==> config.mk <==
export PLATFORM = sky130hd
export DESIGN_NAME = pio_port
export DESIGN_NICKNAME = d
export VERILOG_FILES = /design/src/core/pio_pkg.sv /design/src/core/pio_port.sv /design/src/core/pio_sync.sv
export SDC_FILE = /design/constraint.sdc
export NUM_CORES = 1
export LEC_CHECK = 0
export BUFFER_PORTS_ARGS = -buffer_cell sky130_fd_sc_hd__buf_2
export CAP_MARGIN = 20
export CORE_AREA = 2 2 97 99
export CTS_BUF_LIST = sky130_fd_sc_hd__clkbuf_8
export DETAILED_ROUTE_END_ITERATION = 12
export DIE_AREA = 0 0 99 101
export GPL_TIMING_DRIVEN = 0
export PLACE_DENSITY = 0.8
export SYNTH_ARGS = -nofsm -noshare
export SYNTH_HDL_FRONTEND = slang
export SYNTH_SLANG_ARGS = --single-unit
==> constraint.sdc <==
create_clock -name sys_clk_i -period 2.3 [get_ports sys_clk_i]
set_clock_uncertainty 0.15 [all_clocks]
set_input_delay 0.23 -clock sys_clk_i [delete_from_list [all_inputs] [get_ports sys_clk_i]]
set_output_delay 0.23 -clock sys_clk_i [all_outputs]
set_load 0.02 [all_outputs]
==> src/core/pio_pkg.sv <==
// Package for the parallel I/O pin control block: widths, reset values, codes and carriers
package pio_pkg;
	localparam int PIO_WIDTH = 8;
	localparam int PIO_SYNC_STAGES = 2;
	localparam logic [1:0] PIO_SUPPLY_FULL_DRIVE = 2'h3;
	localparam logic PIO_REG_REF_OFF = 1'h0;
	localparam logic [PIO_WIDTH-1:0] PIO_DATA_RESET = 8'h00;
	localparam logic [PIO_WIDTH-1:0] PIO_DIR_RESET = 8'h00;
	localparam logic [PIO_WIDTH-1:0] PIO_PULL_RESET = 8'h00;
	localparam logic [PIO_WIDTH-1:0] PIO_SLEW_RESET = 8'hFF;
	localparam logic [PIO_WIDTH-1:0] PIO_DRIVE_RESET = 8'h00;
	localparam logic [PIO_WIDTH-1:0] PIO_ZERO = 8'h00;
	// Pins 5 and 4 of the port are shared with the LCD
	localparam logic [PIO_WIDTH-1:0] PIO_LCD_SHARED = 8'h30;
	localparam logic [PIO_WIDTH-1:0] PIO_OUT_ONLY = 8'h00;

	// Which register a write is aimed at
	typedef enum logic [2:0] {
		PIO_SEL_DATA,
		PIO_SEL_DIR,
		PIO_SEL_PULL,
		PIO_SEL_SLEW,
		PIO_SEL_DRIVE
	} pio_sel_t;

	// Page of the register map that an access falls in
	typedef enum logic {
		PIO_PAGE_ZERO,
		PIO_PAGE_HIGH
	} pio_page_t;

	// Register write request
	typedef struct packed {
		logic wr;
		pio_page_t page;
		pio_sel_t sel;
		logic [PIO_WIDTH-1:0] data;
	} pio_wr_t;

	// Shared function requests per pin
	typedef struct packed {
		logic [PIO_WIDTH-1:0] dig_en;
		logic [PIO_WIDTH-1:0] dig_out;
		logic [PIO_WIDTH-1:0] dig_oe;
		logic [PIO_WIDTH-1:0] ana_en;
	} pio_share_t;

	// Pad controls per pin
	typedef struct packed {
		logic [PIO_WIDTH-1:0] out;
		logic [PIO_WIDTH-1:0] oe;
		logic [PIO_WIDTH-1:0] ie;
		logic [PIO_WIDTH-1:0] pull_up;
		logic [PIO_WIDTH-1:0] slew;
		logic [PIO_WIDTH-1:0] high_drive;
	} pio_pad_t;
endpackage

==> src/core/pio_port.sv <==
// Parallel I/O port: data, direction and pad controls, sharing and stop-mode retention
// How it works
// Direction bit enables the output buffer and picks latch or pin for reads.
// Input buffer stays on except for analog or output-only pins.
// Enabled digital peripheral drives output buffer; direction still picks read source.
// Analog function disables both input and output buffers.
// Input-direction bit with disabled input buffer reads zero.
// Analog function wins over a digital function on the same pin.
// Software should load data before turning a pin to output.
// Each pin's pull-enable bit turns on its own pull-up.
// Pull-up off for outputs, except LCD-shared open-drain outputs.
// Any analog or peripheral function forces the pull-up off.
// Slew bit limits output edge rate; no effect for inputs.
// Drive bit selects high drive when set, low when clear.
// LCD-shared pins are open drain, driving low only, except in the full-drive setting.
// Partial power-down stop freezes output latches as before the stop.
// Software checks the power-down flag and reinitialises or restores I/O.
// Pins stay latched and I/O access blocked until acknowledge is written; the code blocks register writes only, rd_data_o still updates.
// LCD running in stop keeps LCD-pin drive mode on recovery.
// Light stop keeps all I/O state and works at once on recovery.
// Pins 5 and 4 fully driven only at supply 11 with reference off.
// Data and direction in zero page; pull, slew, drive in high page.
// Reset: inputs, slew on, low drive, pulls off, sharing off.
// Writes latch all data bits; driven only on outputs; reset clears.
// Pin input passes a two-stage synchroniser before being read.
// Open-drain pin with output one releases its enable.
`timescale 1ns/1ns
`default_nettype none
module pio_port
	import pio_pkg::*;
#(
	parameter int WIDTH = PIO_WIDTH,
	parameter logic [WIDTH-1:0] LCD_SHARED = PIO_LCD_SHARED,
	parameter logic [WIDTH-1:0] OUT_ONLY = PIO_OUT_ONLY
)
(
	input wire logic sys_clk_i,
	input wire logic rst_i,
	input wire pio_wr_t wr_i,
	output logic [WIDTH-1:0] rd_data_o,
	output logic [WIDTH-1:0] dir_o,
	output logic [WIDTH-1:0] pull_o,
	output logic [WIDTH-1:0] slew_o,
	output logic [WIDTH-1:0] drive_o,
	input wire pio_share_t share_i,
	input wire logic [1:0] lcd_supply_select_i,
	input wire logic regulated_reference_enable_i,
	input wire logic lcd_in_stop_i,
	input wire logic partial_powerdown_stop_i,
	input wire logic light_stop_i,
	input wire logic partial_powerdown_ack_i,
	output logic partial_powerdown_flag_o,
	output logic io_locked_o,
	input wire logic [WIDTH-1:0] pin_i,
	output pio_pad_t pad_o
);
	logic [WIDTH-1:0] data_latch;
	logic [WIDTH-1:0] pin_direction_bit;
	logic [WIDTH-1:0] pin_pull_enable_bit;
	logic [WIDTH-1:0] pin_slew_enable_bit;
	logic [WIDTH-1:0] pin_drive_strength_bit;
	logic [WIDTH-1:0] pin_sync;
	logic io_locked;
	logic ppd_flag;
	logic lcd_full_drive;
	logic lcd_od_frozen;
	logic next_lcd_od;
	logic write_ok;
	pio_pad_t next_pad;
	pio_pad_t pad;
	logic [WIDTH-1:0] ana;
	logic [WIDTH-1:0] dig;
	logic [WIDTH-1:0] od;
	logic [WIDTH-1:0] in_en;
	logic [WIDTH-1:0] out_val;
	logic [WIDTH-1:0] out_drive;

	pio_sync #(
		.WIDTH(WIDTH)
	) u_sync (
		.sys_clk_i(sys_clk_i),
		.rst_i(rst_i),
		.async_i(pin_i),
		.sync_o(pin_sync)
	);

	// Register writes are refused while the port is held after a power-down stop
	assign write_ok = wr_i.wr && !io_locked && !partial_powerdown_stop_i;

	always_ff @(posedge sys_clk_i)
	begin
		if (rst_i)
			data_latch <= PIO_DATA_RESET;
		else if (write_ok && wr_i.page == PIO_PAGE_ZERO && wr_i.sel == PIO_SEL_DATA)
			data_latch <= wr_i.data;
	end

	always_ff @(posedge sys_clk_i)
	begin
		if (rst_i)
			pin_direction_bit <= PIO_DIR_RESET;
		else if (write_ok && wr_i.page == PIO_PAGE_ZERO && wr_i.sel == PIO_SEL_DIR)
			pin_direction_bit <= wr_i.data;
	end

	// Pad control registers live in the high page only
	always_ff @(posedge sys_clk_i)
	begin
		if (rst_i)
		begin
			pin_pull_enable_bit <= PIO_PULL_RESET;
			pin_slew_enable_bit <= PIO_SLEW_RESET;
			pin_drive_strength_bit <= PIO_DRIVE_RESET;
		end
		else if (write_ok && wr_i.page == PIO_PAGE_HIGH)
		begin
			if (wr_i.sel == PIO_SEL_PULL)
				pin_pull_enable_bit <= wr_i.data;
			if (wr_i.sel == PIO_SEL_SLEW)
				pin_slew_enable_bit <= wr_i.data;
			if (wr_i.sel == PIO_SEL_DRIVE)
				pin_drive_strength_bit <= wr_i.data;
		end
	end

	// Lock on partial power-down; hold until software acknowledges afterwards
	always_ff @(posedge sys_clk_i)
	begin
		if (rst_i)
		begin
			io_locked <= 1'b0;
			ppd_flag <= 1'b0;
		end
		else if (partial_powerdown_stop_i)
		begin
			io_locked <= 1'b1;
			ppd_flag <= 1'b1;
		end
		else if (io_locked && partial_powerdown_ack_i)
		begin
			io_locked <= 1'b0;
			ppd_flag <= 1'b0;
		end
	end

	assign lcd_full_drive = (lcd_supply_select_i == PIO_SUPPLY_FULL_DRIVE)
		&& (regulated_reference_enable_i == PIO_REG_REF_OFF);

	// LCD pin drive mode is kept through stop when the LCD runs in stop
	assign next_lcd_od = (lcd_in_stop_i && (partial_powerdown_stop_i || light_stop_i))
		? lcd_od_frozen : !lcd_full_drive;

	always_ff @(posedge sys_clk_i)
	begin
		if (rst_i)
			lcd_od_frozen <= 1'b1;
		else
			lcd_od_frozen <= next_lcd_od;
	end

	always_comb
	begin
		ana = share_i.ana_en;
		dig = share_i.dig_en & ~ana;
		od = LCD_SHARED & {WIDTH{lcd_od_frozen}};
		in_en = ~(ana | OUT_ONLY);
		out_val = (share_i.dig_out & dig) | (data_latch & ~dig);
		out_drive = ((share_i.dig_oe & dig) | (pin_direction_bit & ~dig)) & ~ana;
		next_pad.out = out_val & ~od;
		// Open drain releases the pin for a one, so the pull-up sets the level
		next_pad.oe = out_drive & ~(od & out_val);
		next_pad.ie = in_en;
		next_pad.pull_up = pin_pull_enable_bit & ~ana & ~share_i.dig_en
			& (~out_drive | od);
		next_pad.slew = pin_slew_enable_bit & out_drive;
		next_pad.high_drive = pin_drive_strength_bit & out_drive;
	end

	// Pads freeze on partial power-down; light stop leaves them running
	always_ff @(posedge sys_clk_i)
	begin
		if (rst_i)
		begin
			pad.out <= PIO_ZERO;
			pad.oe <= PIO_ZERO;
			pad.ie <= ~OUT_ONLY;
			pad.pull_up <= PIO_ZERO;
			pad.slew <= PIO_ZERO;
			pad.high_drive <= PIO_ZERO;
		end
		else if (!io_locked && !partial_powerdown_stop_i)
			pad <= next_pad;
	end

	always_ff @(posedge sys_clk_i)
	begin
		if (rst_i)
			rd_data_o <= PIO_ZERO;
		else
			rd_data_o <= (pin_direction_bit & data_latch)
				| (~pin_direction_bit & pin_sync & in_en);
	end

	assign pad_o = pad;
	assign dir_o = pin_direction_bit;
	assign pull_o = pin_pull_enable_bit;
	assign slew_o = pin_slew_enable_bit;
	assign drive_o = pin_drive_strength_bit;
	assign partial_powerdown_flag_o = ppd_flag;
	assign io_locked_o = io_locked;
endmodule
`default_nettype wire

==> src/core/pio_sync.sv <==
// Two-stage level synchroniser, one per pin
`timescale 1ns/1ns
`default_nettype none
module pio_sync
	import pio_pkg::*;
#(
	parameter int WIDTH = PIO_WIDTH
)
(
	input wire logic sys_clk_i,
	input wire logic rst_i,
	input wire logic [WIDTH-1:0] async_i,
	output logic [WIDTH-1:0] sync_o
);
	logic [WIDTH-1:0] stage_one;

	genvar g;
	generate
		for (g = 0; g < WIDTH; g++)
		begin : g_bit
			always_ff @(posedge sys_clk_i)
			begin
				if (rst_i)
				begin
					stage_one[g] <= 1'b0;
					sync_o[g] <= 1'b0;
				end
				else
				begin
					stage_one[g] <= async_i[g];
					sync_o[g] <= stage_one[g];
				end
			end
		end
	endgenerate
endmodule
`default_nettype wire

# Word level (Yosys, flattened, before mapping)

Index checks and enable logic that the tools add are counted.

Register bits: 114
Memories kept: 0
Bits in latches: 0
RAM bits: 0
Output and inout bits: 90
Logic and storage cells: 86
Input port bits: 62
ROM bits: 0

$mul: 0
Eq/ne operators: 5
Reductions and logical operators: 19
Divide/modulo/power cells: 0
$lt $le $gt $ge: 0
Bitwise gates (word level): 30
Add/sub/neg operators: 0
Shift operators: 0
Mux-type cells: 2

Operator list:

| kind                                                             | count |
|---|---|
| 8-bit bitwise AND                                                | 16 |
| 8-bit inverter                                                   | 6 |
| 8-bit bitwise OR                                                 | 3 |
| 1-bit logical AND                                                | 10 |
| 6-bit by 8-bit bitwise AND with 8-bit output                     | 1 |
| 6-bit inverter with 8-bit output                                 | 1 |
| 8-bit by 6-bit bitwise OR with 8-bit output                      | 1 |
| 3-bit by 2-bit == test with 1-bit output (second input constant) | 2 |
| 2-bit AND reduction                                              | 3 |
| 3-bit by 1-bit == test with 1-bit output (second input constant) | 1 |
| 3-bit == test (second input constant)                            | 1 |
| 1-bit logical NOT                                                | 3 |
| 3-bit logical NOT                                                | 1 |
| 2-bit == test (second input constant)                            | 1 |
| 1-bit 2-to-1 mux                                                 | 2 |
| 1-bit inverter                                                   | 2 |
| 2-bit nonzero test                                               | 1 |
| 1-bit logical OR                                                 | 1 |

# Longest topological paths before layout

Depth after elaboration: 9
Gate-level depth with buffers: 6
Depth with buffers taken out: 3

# Modules after synthesis

From an unflattened synthesis, not the netlist that was laid out.

Cells, all modules: 456
Area, all modules: 4611.9 µm²

Modules (own cells, without submodules):

| module   | times used | seq. area each (µm²) | area each (µm²) | cells each |
|---|---|---|---|---|
| pio_port | 1          | 1961.9               | 4147.7          | 423 |
| pio_sync | 1          | 320.3                | 464.2           | 33 |

# Least setup slack after synthesis

No wires, ideal clock.

Path type: register -> register
From: register partial_powerdown_flag_o (netlist name)
To: register pin_direction_bit[6], in the netlist dir_o[6]
Cell stages (with the launch flop): 5
Data required time: 2029 ps
Arrival: 1736 ps
Period minus slack after synthesis: 2007 ps
Slack: 293 ps
Setup time: 121 ps
Path buffers: 1
Cells stage by stage: dfxtp_1 > or4b_4 > or4b_4 > buf_6 > mux2i_1

RTL lines:

| element              | line            | text |
|---|---|---|
| end signal, assigned | pio_port.sv:103 | `pin_direction_bit <= wr_i.data;` |
| end, declared        | pio_port.sv:58  | `logic [WIDTH-1:0] pin_direction_bit;` |

==> reports/summary.log <==
[outcome] result of the run complete, no violations
[final_layout] total inserted antenna cells 0
[drt] drt via density 5.50
[yosys] Synth async-reset ratio 0
[drt] count of vias placed by the detailed router 4304
[power_and_ir_drop] sequential power share 0.467
[global_route] antenna violations before repair 0
[yosys] Cell variety after synth 33
[final_layout] area growth from synthesis to layout 36.0%
[worst_setup_path] arrival time at the worst endpoint 2.37 ns
[global_route] wire length of the first global-routing pass 22100 µm
[yosys] mean area per synthesized cell 9.89 µm²
[die] row count 35
[die] width of the die 99 µm
[timing] minimum clock period 2.17 ns
[global_route] vias in the first global route 4256
[yosys] number of nets in the synthesized netlist 519
[worst_setup_path] Max stage delay on crit path 0.70 ns
[yosys] Syn Inst Count 457
[hold_path] start point of the worst hold path share_i[18]
[timing] setup repair after global routing missed its margin false
[timing] max-slew violation total from the final report 0
[die] Die Ht 101 µm
[die] starting density of the core 0.504
[worst_setup_path] ordered list of cells on the worst path or4b_4 > nor4_4 > mux2i_1
[placed_design] final weighted congestion in routability-driven placement 0.830
[cts] clock transition time at the flip-flop clock pins of the worst setup and hold paths 0.08 ns
[power_and_ir_drop] leakage power total 2.71 nW
[power_and_ir_drop] proportion of total power due to net switching 0.268
[yosys] library cell occupying the most area in the post-synthesis netlist sky130_fd_sc_hd__dfxtp_1
[cts] clock latency of the later-clocked register in the worst-skew pair 0.43 ns
[cts] cts bufs inserted 17
[yosys] number of synthesized flops with an enable pin 0
[drt] routed len/inst 19.0 µm
[worst_setup_path] Critical Path Source partial_powerdown_flag_o
[timing] # setup viols final 0
[power_and_ir_drop] Total Power 4.38 mW
[timing] final cycle utilization of the critical path 0.942
[worst_setup_path] Required @ worst endpoint 2.50 ns
[yosys] leading register cell type out of synthesis sky130_fd_sc_hd__dfxtp_1
[timing] pin slew with the least headroom to its limit 0.906 ns
[power_and_ir_drop] worst voltage drop across the vdd grid 0.433 mV
[yosys] number of warnings reported in the yosys synthesis log 0
[final_layout] ratio of cells with drive above 1 in the final layout 0.307
[cts] root buf cell sky130_fd_sc_hd__clkbuf_8
[worst_setup_path] maximum fanout along the worst path 8
[die] number of top-level design ports 152
[yosys] #FFs+latches synth 114
[flow_run] number of max-cap violations 0
[timing] number of endpoints with negative hold slack in the final report 0
[global_route] global route total overflow 0
[die] Total Die Area 0.0100 mm²
[timing] Max Freq 461 MHz
[yosys] mapped cell area 0.00452 mm²
[power_and_ir_drop] combinational share of power 0.101
[final_layout] Sequential cell area 0.00228 mm²
[global_route] pin count of the biggest net entering global routing 17
[final_layout] area occupied by multi-input gates 0.00213 mm²
[final_layout] most common cell after layout, fill and taps aside sky130_fd_sc_hd__buf_2
[final_layout] filler instances 697
[final_layout] top library cells by usage in the layout, fill and taps aside 151 x sky130_fd_sc_hd__buf_2, 114 x sky130_fd_sc_hd__dfxtp_1, 58 x sky130_fd_sc_hd__mux2i_1, 51 x sky130_fd_sc_hd__nor2_1, 42 x sky130_fd_sc_hd__nand2b_1
[power_and_ir_drop] Pwr Density 712 mW/mm²
[drt] remaining number of nets flagged by the antenna check after routing 0
[die] area of the core 0.00898 mm²
[worst_setup_path] Worst Setup End Kind register
[yosys] share of synthesized area occupied by flip-flops and latches 0.505
[worst_setup_path] worst setup path category reg2reg
[drt] first-pass iteration count of the detailed router 5
[cts] number of buffers between clock root and the deepest sink 2
[worst_setup_path] reg-to-reg critical path startpoint partial_powerdown_flag_o
[placed_design] detailed placer's ending HPWL 9670 µm
[timing] remaining max-slew budget at the tightest pin 0.392
[drt] total detailed-routing wirelength 14800 µm
[final_layout] fin nets 720
[cts] clock sink count 114
[power_and_ir_drop] power share of the clock group 0.432
[timing] worst hold slack after final layout 0.00799 ns
[power_and_ir_drop] Sw Pwr 1.17 mW
[yosys] cell types occupying the most area after synthesis sky130_fd_sc_hd__dfxtp_1 50%, sky130_fd_sc_hd__mux2i_1 13%, sky130_fd_sc_hd__nand2b_1 5.8%
[power_and_ir_drop] Internal 3.21 mW
[cts] number of levels in the clock H-tree 4
[global_route] Total GRT Usage 0.294
[placed_design] Port-buffer cells 150
[drt] Detailed Route Iter0 Violations 222
[worst_setup_path] slowest library cell on the worst path sky130_fd_sc_hd__nor4_4
[cts] TritonCTS clock tree done
[hold_path] Hold Path Class in2reg
[yosys] portion of synthesized cell area occupied by the leading cell type 0.505
[worst_setup_path] CP startpoint kind register
[drt] DRC 0
per-stage QoR:
stage	TNS [ns]	setup WS (ns)	cell area (µm²)	std cells	util
2_1_floorplan	0	0.293	4520	457	-
3_3_place_gp	-6.44	-0.346	5410	718	0.603
3_5_place_dp	-7.10	-0.407	5410	718	0.603
4_1_cts	0	0.0265	6140	782	0.684
5_1_grt	0	0.101	6150	782	0.685
6_report	0	0.132	6150	782	0.685
final timing paths:
path / slack [ns] / to / cells past startpoint
setup / recovery: 0.13 / data_latch[5] / 3
hold / removal: 0.008 / pad_o[42] / 3
setup reg to reg: 0.13 / data_latch[5] / 3
hold reg to reg: 0.29 / u_sync.sync_o[1] / 1
synth_stat cells, types with 2 or more instances:
master and number:
sky130_fd_sc_hd__a211oi_1 6, sky130_fd_sc_hd__or2_2 7, sky130_fd_sc_hd__dfxtp_1 114, sky130_fd_sc_hd__nor4b_1 6, sky130_fd_sc_hd__a211o_1 8, sky130_fd_sc_hd__or4_1 2, sky130_fd_sc_hd__a21oi_1 17, sky130_fd_sc_hd__or3_1 2
sky130_fd_sc_hd__nand3b_1 18, sky130_fd_sc_hd__and4b_1 2, sky130_fd_sc_hd__o21ai_0 11, sky130_fd_sc_hd__nand2_1 27, sky130_fd_sc_hd__nand4_1 2, sky130_fd_sc_hd__clkbuf_1 24, sky130_fd_sc_hd__or4b_2 8, sky130_fd_sc_hd__o41ai_1 2
sky130_fd_sc_hd__nor2_1 51, sky130_fd_sc_hd__a22oi_1 8, sky130_fd_sc_hd__nand2b_1 42, sky130_fd_sc_hd__mux2i_1 58, sky130_fd_sc_hd__o31ai_1 6, sky130_fd_sc_hd__or4b_4 2, sky130_fd_sc_hd__nor2b_1 24
cell type report:
type / count / share of cell area
Timing Repair Buffer: 183 / 0.176
Tap cell: 111 / 0.0226
Sequential cell: 114 / 0.371
Inverter: 1 / 0.000610
Clock inverter: 14 / 0.0250
Buffer: 26 / 0.0183
Clock buffer: 18 / 0.0403
Multi-Input combinational cell: 315 / 0.346
repair_timing:
action,in CTS,in global routing
hold endpoints to repair,30,1
resized for setup,4,0
buffers inserted,0,0
hold buffers,32,1
setup endpoints to repair,24,20
cell families (layout without fill, tap and decap cells):
family | count (synthesis) | count (layout) | synth area share
simple gates | 198 | 198 | 0.256
mux | 58 | 58 | 0.128
buf+inv | 28 | 242 | 0.0257
compound gates | 59 | 59 | 0.0852
flops | 114 | 114 | 0.505
metal layers:
layer  wire length, µm  up-vias  share of wire  global-route usage
met3              1440       39          0.097               0.103
met5                 0        -              0                   0
met4               434        0          0.029               0.139
met1              5890     2045           0.40               0.349
met2              7080      225           0.48               0.477
li1                  -     1995              -                   -
state kept, by name, summed over array words and instances, names as in the netlist:
| name | cells |
|---|---|
| pad_o | 48 |
| rd_data_o | 8 |
| pull_o | 8 |
| data_latch | 8 |
| slew_o | 8 |
| lcd_od_frozen | 1 |
| u_sync.stage_one | 8 |
| partial_powerdown_flag_o | 1 |
| dir_o | 8 |
| u_sync.sync_o | 8 |
| drive_o | 8 |
critical path: cells and delay by family (launching register included):
family | cells | cell delay, ns
flip-flops | 1 | 0.37
AND/OR/NAND/NOR | 2 | 1.31
multiplexers | 1 | 0.26
power by group through the flow:
stage                     clock [mW]  sequential [mW]  combinational [mW]
after floorplan                    0             2.12               0.168
after global placement             0             2.09               0.380
after detailed placement           0             2.09               0.389
after CTS                       1.91             2.04               0.434
after global routing            2.01             2.05               0.471
final                           1.89             2.04               0.444
Power figures use the tool's default switching activity.
